$ cat src/verilog/dli_pkg.sv
// constants shared by the die link initiator control/status bank and its clock divider
// assumes byte wide register port with three byte offsets and one bus clock domain
// Function
// - link_enable turns initiator on; write-once normally, always writable in special modes
// - once enabled, active data lines driven low as idle; link clock is divided bus clock
// - while disabled, no link line is used; pins revert to general purpose
// - lane_width_sel 0 uses lines 3..0 only; 1 uses all eight lines
// - after enabling in normal mode, writes to enable, width, divider, wait limit ignored
// - halt_in_wait 1 stops link clock in wait mode; writable at any time
// - divider codes 00,01,10,11 divide bus clock by 1,2,3,4
// - link clock high phase at most half the period; shorter for odd ratios
// - target interrupt forwarded only while target_irq_enable is 1
// - wait limit 0000 expects acknowledge in the link cycle right after transfer
// - limit 1..15 allows that many wait cycles; beyond that a timeout is declared
// - acknowledge timeout sets read-only ack_timeout_flag in status register 0
// - error_summary_flag set when any error flag set; raises unmasked interrupt
// - writing 1 clears error_summary_flag; writing 0 leaves it
// - clearing summary clears the five error flags; those flags are not writable
// - ack_line_fault_flag set if any active data input is low in acknowledge cycle
// - while summary pending, new transactions cancelled, idle sent, cancel_flag set
// - target_error_flag set when target error seen in acknowledge cycle
// - parity_fault_flag set on received parity error
// - two received parity bits readable in status bits 1 and 0
// - reset leaves link disabled; software configures before enabling
// - link clock held low when disabled, stopped, or waiting with halt_in_wait

package dli_pkg;
    localparam logic [2:0] OFS_CTRL0 = 3'h0;
    localparam logic [2:0] OFS_CTRL1 = 3'h1;
    localparam logic [2:0] OFS_STAT0 = 3'h2;

    // control 0 fields
    localparam int BIT_ENABLE = 7;
    localparam int BIT_WIDTH = 6;
    localparam int BIT_HALT_WAIT = 5;
    localparam int DIV_LSB = 0;
    localparam int DIV_W = 2;
    // control 1 fields
    localparam int BIT_IRQ_EN = 7;
    localparam int LIMIT_LSB = 0;
    localparam int LIMIT_W = 4;
    // status 0 fields
    localparam int BIT_ERR_SUM = 7;
    localparam int BIT_ACK_FAULT = 6;
    localparam int BIT_CANCEL = 5;
    localparam int BIT_TIMEOUT = 4;
    localparam int BIT_TGT_ERR = 3;
    localparam int BIT_PARITY = 2;
    localparam int PAR_LSB = 0;
    localparam int PAR_W = 2;

    localparam int LANES = 8;
    localparam logic [LANES-1:0] MASK_NARROW = 8'h0f;
    localparam logic [LANES-1:0] MASK_WIDE = 8'hff;
    localparam logic [7:0] RST_BYTE = 8'h00;
    localparam logic [LIMIT_W-1:0] RST_LIMIT = 4'h0;
    localparam logic [DIV_W-1:0] RST_DIV = 2'h0;

    typedef enum logic [2:0] {
        DLI_WAIT_IDLE = 3'b001,
        DLI_WAIT_ACK = 3'b010,
        DLI_WAIT_DONE = 3'b100
    } dli_wait_t;
endpackage : dli_pkg

$ cat src/verilog/dli_clkdiv.sv
// link clock generator: divides the bus clock by code+1
// assumes run is a same-domain level; stops only at the end of a period
`timescale 1ns/1ps
`default_nettype none
module dli_clkdiv
    import dli_pkg::*;
(
    input wire logic clk,
    input wire logic srst,
    input wire logic run,
    input wire logic [DIV_W-1:0] div_code,
    output logic link_clk,
    output logic tick
);
    logic [DIV_W-1:0] cnt_q, cnt_d;
    logic clk_q, clk_d;
    logic tick_q, tick_d;
    logic run1_q, run1_d;
    logic [DIV_W-1:0] high_len;

    always_comb begin
        // high phase is floor(ratio/2) cycles, so odd ratios get the short high
        high_len = DIV_W'(((DIV_W + 1)'(div_code) + (DIV_W + 1)'(1)) >> 1);
        cnt_d = cnt_q;
        clk_d = 1'b0;
        tick_d = 1'b0;
        run1_d = run && (div_code == RST_DIV);
        if (cnt_q != 2'h0) begin
            cnt_d = (cnt_q == div_code) ? 2'h0 : cnt_q + 2'h1;
        end else if (run && div_code != RST_DIV) begin
            cnt_d = 2'h1;
            tick_d = 1'b1;
        end else if (run) begin
            tick_d = 1'b1;
        end
        if (cnt_d < high_len && (cnt_d != 2'h0 || (run && cnt_q == div_code))) begin
            clk_d = 1'b1;
        end
    end

    always_ff @(posedge clk) begin
        if (srst) begin
            cnt_q <= 2'h0;
            clk_q <= 1'b0;
            tick_q <= 1'b0;
            run1_q <= 1'b0;
        end else begin
            cnt_q <= cnt_d;
            clk_q <= clk_d;
            tick_q <= tick_d;
            run1_q <= run1_d;
        end
    end

    // divide by one cannot come from a flop; the bus clock is gated instead
    assign link_clk = run1_q ? clk : clk_q;
    assign tick = tick_q;
endmodule : dli_clkdiv
`default_nettype wire

$ cat src/verilog/dli_ctrl_status.sv
// control and status register bank of the die link initiator
// assumes a byte register port on the bus clock and an outside transaction engine
`timescale 1ns/1ps
`default_nettype none
module dli_ctrl_status
    import dli_pkg::*;
(
    input wire logic clk,
    input wire logic srst,
    input wire logic special_mode,
    input wire logic stop_mode,
    input wire logic wait_mode,
    input wire logic [2:0] reg_addr,
    input wire logic reg_wr,
    input wire logic reg_rd,
    input wire logic [7:0] reg_wdata,
    output logic [7:0] reg_rdata,
    input wire logic xact_req,
    input wire logic last_xfer,
    input wire logic ack_seen,
    input wire logic target_err,
    input wire logic parity_err,
    input wire logic [PAR_W-1:0] rx_parity,
    input wire logic eng_drive,
    input wire logic [LANES-1:0] eng_data,
    input wire logic [LANES-1:0] link_data_in,
    input wire logic target_irq_input,
    output logic [LANES-1:0] link_data_out,
    output logic [LANES-1:0] link_data_oe,
    output logic link_clock_out,
    output logic link_clock_oe,
    output logic pins_primary,
    output logic xact_go,
    output logic xact_cancel,
    output logic ack_done,
    output logic target_irq_out,
    output logic error_irq
);
    ////////////////////////////////////////////////////////////////////////////////
    // control registers
    logic enable_q, enable_d;
    logic width_q, width_d;
    logic halt_wait_q, halt_wait_d;
    logic [DIV_W-1:0] div_q, div_d;
    logic irq_en_q, irq_en_d;
    logic [LIMIT_W-1:0] limit_q, limit_d;
    logic unlocked;
    logic wr_ctl0, wr_ctl1, wr_stat0;

    function automatic logic reg_hit(input logic [2:0] addr, input logic [2:0] ofs);
        return addr == ofs;
    endfunction : reg_hit

    always_comb begin
        wr_ctl0 = reg_wr && reg_hit(reg_addr, OFS_CTRL0);
        wr_ctl1 = reg_wr && reg_hit(reg_addr, OFS_CTRL1);
        wr_stat0 = reg_wr && reg_hit(reg_addr, OFS_STAT0);
        unlocked = !enable_q || special_mode;
        enable_d = enable_q;
        width_d = width_q;
        halt_wait_d = halt_wait_q;
        div_d = div_q;
        irq_en_d = irq_en_q;
        limit_d = limit_q;
        if (wr_ctl0) begin
            halt_wait_d = reg_wdata[BIT_HALT_WAIT];
            if (unlocked) begin
                enable_d = reg_wdata[BIT_ENABLE];
                width_d = reg_wdata[BIT_WIDTH];
                div_d = reg_wdata[DIV_LSB +: DIV_W];
            end
        end
        if (wr_ctl1) begin
            irq_en_d = reg_wdata[BIT_IRQ_EN];
            if (unlocked) begin
                limit_d = reg_wdata[LIMIT_LSB +: LIMIT_W];
            end
        end
    end

    always_ff @(posedge clk) begin
        if (srst) begin
            enable_q <= 1'b0;
            width_q <= 1'b0;
            halt_wait_q <= 1'b0;
            div_q <= RST_DIV;
            irq_en_q <= 1'b0;
            limit_q <= RST_LIMIT;
        end else begin
            enable_q <= enable_d;
            width_q <= width_d;
            halt_wait_q <= halt_wait_d;
            div_q <= div_d;
            irq_en_q <= irq_en_d;
            limit_q <= limit_d;
        end
    end

    ////////////////////////////////////////////////////////////////////////////////
    // pin synchronisers
    // pins are asynchronous, so nothing but the second stage reads the first
    logic [LANES-1:0] din_s1_q, din_s2_q;
    logic irq_s1_q, irq_s2_q;

    always_ff @(posedge clk) begin
        if (srst) begin
            din_s1_q <= RST_BYTE;
            din_s2_q <= RST_BYTE;
            irq_s1_q <= 1'b0;
            irq_s2_q <= 1'b0;
        end else begin
            din_s1_q <= link_data_in;
            din_s2_q <= din_s1_q;
            irq_s1_q <= target_irq_input;
            irq_s2_q <= irq_s1_q;
        end
    end

    ////////////////////////////////////////////////////////////////////////////////
    // link clock
    logic run;
    logic tick;

    // halting waits for the current period to end inside the divider
    assign run = enable_q && !stop_mode && !(wait_mode && halt_wait_q);

    dli_clkdiv u_div (
        .clk(clk),
        .srst(srst),
        .run(run),
        .div_code(div_q),
        .link_clk(link_clock_out),
        .tick(tick)
    );

    ////////////////////////////////////////////////////////////////////////////////
    // acknowledge wait supervision, counted in link clock periods
    // limit counts extra ticks, so limit zero accepts only the first tick
    dli_wait_t wst_q, wst_d;
    logic [LIMIT_W-1:0] wcnt_q, wcnt_d;
    logic ack_cyc, tmo_evt;
    logic [LANES-1:0] lane_mask;

    always_comb begin
        lane_mask = width_q ? MASK_WIDE : MASK_NARROW;
        wst_d = wst_q;
        wcnt_d = wcnt_q;
        ack_cyc = 1'b0;
        tmo_evt = 1'b0;
        case (wst_q)
            DLI_WAIT_IDLE: begin
                if (last_xfer) begin
                    wst_d = DLI_WAIT_ACK;
                    wcnt_d = RST_LIMIT;
                end
            end
            DLI_WAIT_ACK: begin
                if (tick && ack_seen) begin
                    ack_cyc = 1'b1;
                    wst_d = DLI_WAIT_DONE;
                end else if (tick && wcnt_q == limit_q) begin
                    tmo_evt = 1'b1;
                    wst_d = DLI_WAIT_DONE;
                end else if (tick) begin
                    wcnt_d = wcnt_q + 4'h1;
                end
            end
            DLI_WAIT_DONE: begin
                wst_d = DLI_WAIT_IDLE;
            end
            default: begin
                wst_d = DLI_WAIT_IDLE;
            end
        endcase
    end

    always_ff @(posedge clk) begin
        if (srst) begin
            wst_q <= DLI_WAIT_IDLE;
            wcnt_q <= RST_LIMIT;
        end else begin
            wst_q <= wst_d;
            wcnt_q <= wcnt_d;
        end
    end

    ////////////////////////////////////////////////////////////////////////////////
    // error flags: a set in the clearing cycle wins
    logic err_sum_q, err_sum_d;
    logic ack_fault_q, ack_fault_d;
    logic cancel_q, cancel_d;
    logic tmo_q, tmo_d;
    logic tgt_err_q, tgt_err_d;
    logic par_q, par_d;
    logic [PAR_W-1:0] rxpar_q, rxpar_d;
    logic clr, set_fault, set_cancel, set_tgt, any_set;

    function automatic logic sticky(input logic q, input logic clear, input logic evt);
        return (q && !clear) || evt;
    endfunction : sticky

    always_comb begin
        clr = wr_stat0 && reg_wdata[BIT_ERR_SUM];
        set_fault = ack_cyc && ((din_s2_q & lane_mask) != lane_mask);
        set_cancel = xact_req && err_sum_q;
        set_tgt = ack_cyc && target_err;
        any_set = set_fault || set_cancel || tmo_evt || set_tgt || parity_err;
        err_sum_d = sticky(err_sum_q, clr, any_set);
        ack_fault_d = sticky(ack_fault_q, clr, set_fault);
        cancel_d = sticky(cancel_q, clr, set_cancel);
        tmo_d = sticky(tmo_q, clr, tmo_evt);
        tgt_err_d = sticky(tgt_err_q, clr, set_tgt);
        par_d = sticky(par_q, clr, parity_err);
        // parity capture is diagnostic only, so a clear leaves it
        rxpar_d = parity_err ? rx_parity : rxpar_q;
    end

    always_ff @(posedge clk) begin
        if (srst) begin
            err_sum_q <= 1'b0;
            ack_fault_q <= 1'b0;
            cancel_q <= 1'b0;
            tmo_q <= 1'b0;
            tgt_err_q <= 1'b0;
            par_q <= 1'b0;
            rxpar_q <= '0;
        end else begin
            err_sum_q <= err_sum_d;
            ack_fault_q <= ack_fault_d;
            cancel_q <= cancel_d;
            tmo_q <= tmo_d;
            tgt_err_q <= tgt_err_d;
            par_q <= par_d;
            rxpar_q <= rxpar_d;
        end
    end

    ////////////////////////////////////////////////////////////////////////////////
    // read port, transaction handshake and pin outputs
    logic [7:0] rdata_q, rdata_d;
    logic go_q, go_d, cncl_q, cncl_d, ackd_q, ackd_d;
    logic irq_q, irq_d;
    logic [LANES-1:0] dout_q, dout_d, doe_q, doe_d;
    logic prim_q, prim_d;

    always_comb begin
        rdata_d = rdata_q;
        if (reg_rd) begin
            case (reg_addr)
                OFS_CTRL0: rdata_d = {enable_q, width_q, halt_wait_q, 3'h0, div_q};
                OFS_CTRL1: rdata_d = {irq_en_q, 3'h0, limit_q};
                OFS_STAT0: rdata_d = {err_sum_q, ack_fault_q, cancel_q, tmo_q,
                                      tgt_err_q, par_q, rxpar_q};
                // unmapped offsets read as zero
                default: rdata_d = RST_BYTE;
            endcase
        end
        go_d = xact_req && !err_sum_q && enable_q;
        cncl_d = set_cancel;
        ackd_d = ack_cyc || tmo_evt;
        irq_d = enable_q && irq_en_q && irq_s2_q;
        prim_d = enable_q;
        // idle command is all active lanes low; the engine owns them while driving and the link clock runs
        dout_d = (enable_q && eng_drive && run) ? (eng_data & lane_mask) : RST_BYTE;
        doe_d = (enable_q && (eng_drive || wst_q != DLI_WAIT_ACK)) ? lane_mask : RST_BYTE;
    end

    always_ff @(posedge clk) begin
        if (srst) begin
            rdata_q <= RST_BYTE;
            go_q <= 1'b0;
            cncl_q <= 1'b0;
            ackd_q <= 1'b0;
            irq_q <= 1'b0;
            prim_q <= 1'b0;
            dout_q <= RST_BYTE;
            doe_q <= RST_BYTE;
        end else begin
            rdata_q <= rdata_d;
            go_q <= go_d;
            cncl_q <= cncl_d;
            ackd_q <= ackd_d;
            irq_q <= irq_d;
            prim_q <= prim_d;
            dout_q <= dout_d;
            doe_q <= doe_d;
        end
    end

    assign reg_rdata = rdata_q;
    assign xact_go = go_q;
    assign xact_cancel = cncl_q;
    assign ack_done = ackd_q;
    assign target_irq_out = irq_q;
    assign error_irq = err_sum_q;
    assign pins_primary = prim_q;
    assign link_clock_oe = prim_q;
    assign link_data_out = dout_q;
    assign link_data_oe = doe_q;
endmodule : dli_ctrl_status
`default_nettype wire

$ cat config.mk
export PLATFORM = sky130hd
export DESIGN_NAME = dli_ctrl_status
export DESIGN_NICKNAME = d
export VERILOG_FILES = /design/src/verilog/dli_pkg.sv /design/src/verilog/dli_clkdiv.sv /design/src/verilog/dli_ctrl_status.sv
export SDC_FILE = /design/constraint.sdc
export NUM_CORES = 1
export LEC_CHECK = 0
export BUFFER_PORTS_ARGS = -buffer_cell sky130_fd_sc_hd__buf_2
export CAP_MARGIN = 40
export CORE_MARGIN = 2
export CORE_UTILIZATION = 30
export DETAILED_ROUTE_END_ITERATION = 7
export PLACE_DENSITY = 0.61
export SLEW_MARGIN = 20
export SYNTH_ARGS = -nofsm -noshare
export SYNTH_HDL_FRONTEND = slang
export SYNTH_SLANG_ARGS = --single-unit
$ cat constraint.sdc
create_clock -name clk -period 2.38 [get_ports clk]
set_clock_uncertainty 0.05 [all_clocks]
set_input_delay 0.238 -clock clk [delete_from_list [all_inputs] [get_ports clk]]
set_output_delay 0.238 -clock clk [all_outputs]
set_load 0.05 [all_outputs]
Word level (Yosys, flattened, before mapping)
Cells that the tools add are included.

storage, ports and cells
  flip-flop bits (word level) = 77
  input bits = 43

operators by class
  add/sub/neg operators = 3
  reductions and logical operators = 61
  equal/unequal tests = 13
  multiplexer cells = 23
  order comparisons = 1
  bitwise logic cells = 4

operator list
  operator               number
  $logic_and A1 B1 Y1    29
  $pmux W8 S3            1
  $and A8 B8 Y8          2
  $mux W4                4
  $logic_or A1 B1 Y1     14
  $mux W1                9
  $mux W3                3
  $mux W8                1
  $ne A8 B8 Y1           1
  $pmux W4 S2            1
  $reduce_bool A2 Y1     4
  $eq A3 B1 Y1 const B   2
  $eq A3 B2 Y1 const B   2
  $mux W2                3
  $ne A2 B2 Y1 const B   3
  $pmux W3 S2            1
  $reduce_and A2 Y1      3
  $reduce_or A2 Y1       3
  $logic_not A1 Y1       5
  $reduce_and A5 Y1      1
  $add A4 B1 Y4 const B  1
  $eq A4 B4 Y1           1
  $add A2 B1 Y3 const B  1
  $logic_not A3 Y1       1
  8 further kinds        9

Logic depth before layout (Yosys ltp)
Gate-level depths: netlist of the first run.

  depth after elaboration = 10
  mapped depth = 8
  gate-level depth less buffers = 8

Modules after synthesis
A second synthesis of the first run with hierarchy kept.

unflattened totals
  cell total of the unflattened synthesis = 292
  area, all modules = 2,851.5 µm²

modules (own cells, without submodules)
  module           sequential area each (µm²)  area an instance (µm²)  cells each  times used
  dli_ctrl_status  1,321.3                     2,531.2                 255         1
  dli_clkdiv       100.1                       320.3                   37          1

==> flow_metrics.tcl, run 1 <==
set metrics [dict create \
    ys_seq_elements 71 \
    synth_top_area_cell "dfxtp_1" \
    core_area_um2 9150 \
    drt-total-wl_um 6330 \
    placed_area_um2 3210 \
    die_x_um 100 \
    die_area_um2 10100 \
    nNetsFinal 428 \
    synthTopCellsByCount "71 x dfxtp_1, 29 x nor2b_1, 22 x nor2_1" \
    post-route-period-util_pct 92.3 \
    final_area_um2 3750 \
    p_leak_nw 1.68 \
    synth_cells 282 \
    dp_slack_ns 0.182 \
    dieHeight_um 100 \
    ys_warn_count 0 \
    ff_latch_area_um2 1420 \
    drc 0 \
    crit_arrival_ns 2.49 \
    routabilityCongestion 0.800 \
    synth-edff-count 0 \
    drv_slew 0 \
    syn_area_per_cell_um2 9.89 \
    synth.yosys.seq_area_share_pct 50.9 \
    power_w 0.00263 \
    drtIter0Drc 75 \
    yosys-top-cells-area "dfxtp_1 51%, nor2b_1 6.5%, mux2i_1 4.3%" \
    async_flop_share_pct 0 \
    top_layer_used "met4" \
    wl_met2_um 2930 \
    fillers 934 \
    yosysMostFrequentCell "dfxtp_1" \
    setup_viol 0 \
    maxCapViolations 0 \
    grt_max_degree 36 \
    worst_ep_required_time_ns 2.67 \
    cts_tree "yes" \
    synthFlopType "dfxtp_1" \
    place_hpwl_um 4550 \
    rsz0062_at_grt "false" \
    max-slew-margin-rel_pct 56.8 \
    io_buffers 73 \
    synth_top_area_share_pct 50.9 \
    hp-class "in2reg" \
    setup_ws_ns 0.184 \
    grt_first_pass_wirelength_um 10300 \
    initial_core_util_pct 30.5 \
    ir_drop_mv 0.267 \
    clock.fmax_ghz 0.455 \
    hold_violations 0 \
    clkTransAtPathRegs_ns 0.07 \
    wl_per_cell_um 12.8 \
    outcome "completed" \
    worstSetupEndpointType "flip-flop" \
    power_per_cell_area_nw_per_um2 703 \
    antenna_found_initial 0 \
    grt_pass1_vias 2229 \
    vias 2295 \
    synth_fp_nets 330 \
    area_delta_synth_final_pct 34.3 \
    tightest_slew_ns 0.648 \
    wl_met3_um 335 \
    wl_met1_um 2940 \
    rows 35 \
    overflow 0 \
    vias_per_cell 4.63 \
    fin_setup_tns_ns 0 \
    first_pass_iters 5 \
    drive_above_1_share_pct 26.2 \
    insertion_delay_ns 0.44 \
    startpoint_type "flip-flop" \
    ys_types 50 \
    postCtsSetupBuffers 0 \
    multi_input_comb_area_um2 1230 \
    crit_path_max_fanout 6 \
    min_period_ns 2.20 \
    io_pins 75 \
    diodes 0 \
    postRouteAntennaNets 0 \
    hold_slack_ns 0.0161 \
    crit_type "reg2reg" \
    gr-usage-all-layers_pct 13.4 \
    synth_area_um2 2790 \
]
-- placed cells by master, fill, tap and decap left out, drive strengths merged, types with 2 or more instances in the layout --
master	Yosys	final
a22o	2	2
mux2	3	3
nor2b	29	29
nand4	4	4
o21ai	4	4
xor2	2	2
nand2b	7	7
xnor2	4	4
a2111oi	2	2
and3	7	7
ha	5	5
nand2	10	10
a31oi	2	2
nand3b	2	2
clkbuf	6	14
a2bb2oi	2	2
o21a	3	3
a21oi	18	18
buf	10	74
o31a	2	2
nor2	22	22
o2bb2ai	3	3
mux2i	12	12
nor3b	2	2
clkinvlp	0	2
o41ai	2	2
nand3	8	8
bufinv	0	2
inv	13	13
dfxtp	71	71
dlygate4sd3	0	26
and2	7	7
nor3	2	2
-- area by class of cell --
| cell class | count | area share (%) |
|---|---|---|
| Clock buffer | 15 | 5.28 |
| Tap cell | 111 | 3.71 |
| Sequential cell | 71 | 37.9 |
| Timing Repair Buffer | 99 | 16.8 |
| Inverter | 13 | 1.30 |
| Clock inverter | 5 | 2.14 |
| Multi-Input combinational cell | 182 | 32.9 |
-- sequential cells by signal, indices dropped and copies added, names as in the netlist, 2 cells and up --
register	flops
din_s1_q	8
din_s2_q	8
link_data_out	8
reg_rdata	8
limit_q	4
wcnt_q	4
wst_q	3
div_q	2
link_data_oe	2
rxpar_q	2
u_div.cnt_q	2
-- metal layers --
metal | up-vias | track usage, %
met5 | - | 0
met4 | 0 | 6.85
met3 | 14 | 4.18
met2 | 63 | 21.1
met1 | 1057 | 16.4
li1 | 1161 | -
-- path summary, 6_finish.rpt --
check / start / endpoint / slack (ns) / depth (start not counted)
worst min register to register: din_s1_q[5]$_SDFF_PP0_ / din_s2_q[5]$_SDFF_PP0_ / 0.39 / 1
worst max-delay path: div_q[0]$_SDFFE_PP0P_ / u_div.clk_q$_SDFF_PP0_ / 0.18 / 8
worst max register to register: div_q[0]$_SDFFE_PP0P_ / u_div.clk_q$_SDFF_PP0_ / 0.18 / 8
worst min-delay path: eng_drive / link_data_oe[3]$_SDFF_PP0_ / 0.02 / 2
-- cells by family (layout without fill, tap and decap cells) --
kind of cell / Yosys count / after routing / synth area share (%)
and+or+nand+nor: 106 / 106 / 21.7
DFF: 71 / 71 / 50.9
buffers and inverters: 29 / 132 / 4.93
xor gates and xnor gates: 6 / 6 / 1.88
AOI/OAI and AO/OA: 50 / 50 / 12.8
muxes: 15 / 15 / 5.52
adders and majority gates: 5 / 5 / 2.24
-- report_power, final --
| part | internal [W] | switching [W] | leakage, nW |
|---|---|---|---|
| logic | 0.0000931 | 0.0000914 | 0.957 |
| registers | 0.00122 | 0.0000146 | 0.578 |
| clock network | 0.000752 | 0.000465 | 0.144 |
-- worst max-delay path, stage by stage (launching register included) --
cell	delay, ns
dfxtp_1	0.45
inv_1	0.07
ha_1	0.24
o311ai_1	0.28
o21a_1	0.22
inv_1	0.06
ha_1	0.29
o31a_1	0.11
a2111oi_2	0.32
-- per-stage QoR --
| step | utilization, % | instances |
|---|---|---|
| final | 40.9 | 496 |
| after CTS | 40.9 | 496 |
| after global placement | 35.1 | 451 |
| after global routing | 40.9 | 496 |
| after detailed placement | 35.1 | 451 |
| after floorplan | - | 282 |
-- repair_timing --
item | 4_1_cts | 5_1_grt
hold buffers | 26 | 0
gates resized for setup | 0 | 0
hold endpoints to repair | 27 | 0
No activity file was read; power rests on OpenSTA's default activity.
==> run 2, diff against run 1 <==
--- a/config.mk
+++ b/config.mk
@@ -7,7 +7,6 @@
 export LEC_CHECK = 0
 export BUFFER_PORTS_ARGS = -buffer_cell sky130_fd_sc_hd__buf_2
 export CAP_MARGIN = 40
-export CORE_MARGIN = 2
 export CORE_UTILIZATION = 30
 export DETAILED_ROUTE_END_ITERATION = 7
 export PLACE_DENSITY = 0.61
==> run 2 against run 1 <==
  * The run now ends with design-rule violations left
  * Global-route usage grew 0.83 points
  * Non-clock buffer count rose by 2
  * Final area shrank 0.73%
  * Largest cell class unchanged
  * Count of clock-buffer cells in the layout shrank 2
  * Sequential share of layout area rose by 0.28 points
  * Critical endpoint unchanged
  * Power is 5.7% lower
  * Final cell count fell by 0.20%
  * First-iteration DRC count up 21%
==> flow_metrics.tcl, run 2 (same netlist as run 1, synthesis figures left out) <==
set metrics [dict create \
    min_period_ns 2.23 \
    crit_family "compound AO/OA/AOI/OAI gates" \
    grt_first_pass_wirelength_um 10300 \
    crit_type "reg2reg" \
    clockPowerShare_pct 42.8 \
    p_int_w 0.00183 \
    vias 2280 \
    drv_slew 0 \
    die_area_um2 9690 \
    drive_above_1_share_pct 26.4 \
    io_pins 75 \
    critical-path-slowest-cell "dfxtp_1" \
    postCtsSetupBuffers 0 \
    ctsResizeCount 0 \
    p_leak_nw 1.68 \
    overflow 0 \
    startpoint_type "flip-flop" \
    final_core_util_pct 42.0 \
    crit_arrival_ns 2.54 \
    sequentialPowerShare_pct 49.5 \
    worstSetupEndpointType "flip-flop" \
    insertion_delay_ns 0.46 \
    gr-usage-all-layers_pct 14.2 \
    setup_viol 0 \
    post-route-period-util_pct 93.7 \
    cp_slowest_stage_delay_ns 0.46 \
    grt_pass1_vias 2201 \
    path_cells "inv_1 > ha_1 > o311ai_1 > o21a_1 > inv_1 > ha_1 > o31a_1 > a2111oi_2" \
    wl_per_cell_um 12.8 \
    hold_violations 0 \
    power_switching_w 0.000655 \
    diodes 0 \
    ir_drop_mv 0.271 \
    initial_core_util_pct 31.5 \
    outcome "finished with violations" \
    drt-total-wl_um 6320 \
    cts_tree "yes" \
    antenna_found_initial 0 \
    cp.buffers_inverters 2 \
    place_hpwl_um 4520 \
    power_per_cell_area_nw_per_um2 667 \
    tightest_slew_ns 0.746 \
    pwr-share-comb_pct 7.6 \
    crit_path_max_fanout 6 \
    io_buffers 73 \
    area_delta_synth_final_pct 33.3 \
    core_area_um2 8850 \
    final_common_cell "buf_2" \
    die_x_um 98.4 \
    hp-class "in2reg" \
    maxCapViolations 0 \
    p_sw_share_pct 26.4 \
    dieHeight_um 98.4 \
    drtIter0Drc 91 \
    ctsHoldBuffers 27 \
    rsz0062_at_grt "false" \
    violations "design-rule violations" \
    fin_setup_tns_ns 0 \
    postRouteAntennaNets 0 \
    clkTransAtPathRegs_ns 0.08 \
    nNetsFinal 430 \
    first_pass_iters 8 \
    max-slew-margin-rel_pct 50.3 \
    vias_per_cell 4.61 \
    final_cell_mix "73 x buf_2, 71 x dfxtp_1, 29 x nor2b_1, 27 x dlygate4sd3_1, 22 x nor2_1" \
    rows 34 \
    clock.fmax_ghz 0.449 \
    worst_ep_required_time_ns 2.69 \
    routabilityCongestion 0.849 \
    drc 7 \
    grt_max_degree 42 \
]
## run 2: cell count changes in the layout (fill, tap and decap cells not counted)
cell,delta
inv_8,+2
clkinv_2,-1
buf_4,+1
clkbuf_8,-2
clkinv_4,+1
clkinvlp_4,-2
dlygate4sd3_1,+1
inv_6,+4
bufinv_16,-2
## run 2: final cells by class
type	instances	area, um^2
clock buffer	13	170
multi-input combinational	182	1230
clock inverter	7	66.3
fill	871	5130
inverter	13	48.8
sequential	71	1420
tap	108	135
timing repair buffer	101	646
## run 2: final timing paths
path | startpoint | end | slack (ns) | cells after the start
worst max-delay path | div_q[0]$_SDFFE_PP0P_ | u_div.clk_q$_SDFF_PP0_ | 0.15 | 8
worst min-delay path | reg_wdata[7] | irq_en_q$_SDFFE_PP0P_ | 0.04 | 3
worst max register to register | div_q[0]$_SDFFE_PP0P_ | u_div.clk_q$_SDFF_PP0_ | 0.15 | 8
worst min register to register | din_s1_q[4]$_SDFF_PP0_ | din_s2_q[4]$_SDFF_PP0_ | 0.39 | 1
## run 2: worst min-delay path, cell delays in order
cell and delay [ns]:
buf_2 0.12, mux2i_1 0.07, nor2_1 0.08
## run 2: through the flow
step	power (W)	instances	hold slack (ns)	instance area, um^2	setup WS [ns]
after floorplan	0.00135	282	0.305	2790	0.372
after global placement	0.00141	449	0.373	3220	0.272
after detailed placement	0.00142	449	0.374	3220	0.155
after CTS	0.00251	495	0.00768	3720	0.135
after global routing	0.00260	495	0.0315	3720	0.00719
final	0.00248	495	0.0364	3720	0.150
## run 2: per-layer routing
metal | vias up | routed length [um] | global-route usage (%)
met4 | 0 | 99 | 7.35
li1 | 1173 | - | -
met3 | 12 | 441 | 5.74
met5 | - | 0 | 0
met1 | 1021 | 2890 | 16.4
met2 | 74 | 2880 | 22.7
## run 2: power by group through the flow
| stage | logic (W) | registers, W | clock network (W) |
|---|---|---|---|
| finish | 0.000190 | 0.00123 | 0.00106 |
| global route | 0.000208 | 0.00123 | 0.00115 |
| CTS | 0.000190 | 0.00123 | 0.00109 |
| detailed placement | 0.000156 | 0.00126 | 0.00000133 |
| global placement | 0.000154 | 0.00126 | 0.00000133 |
| floorplan | 0.0000835 | 0.00127 | 0.00000119 |
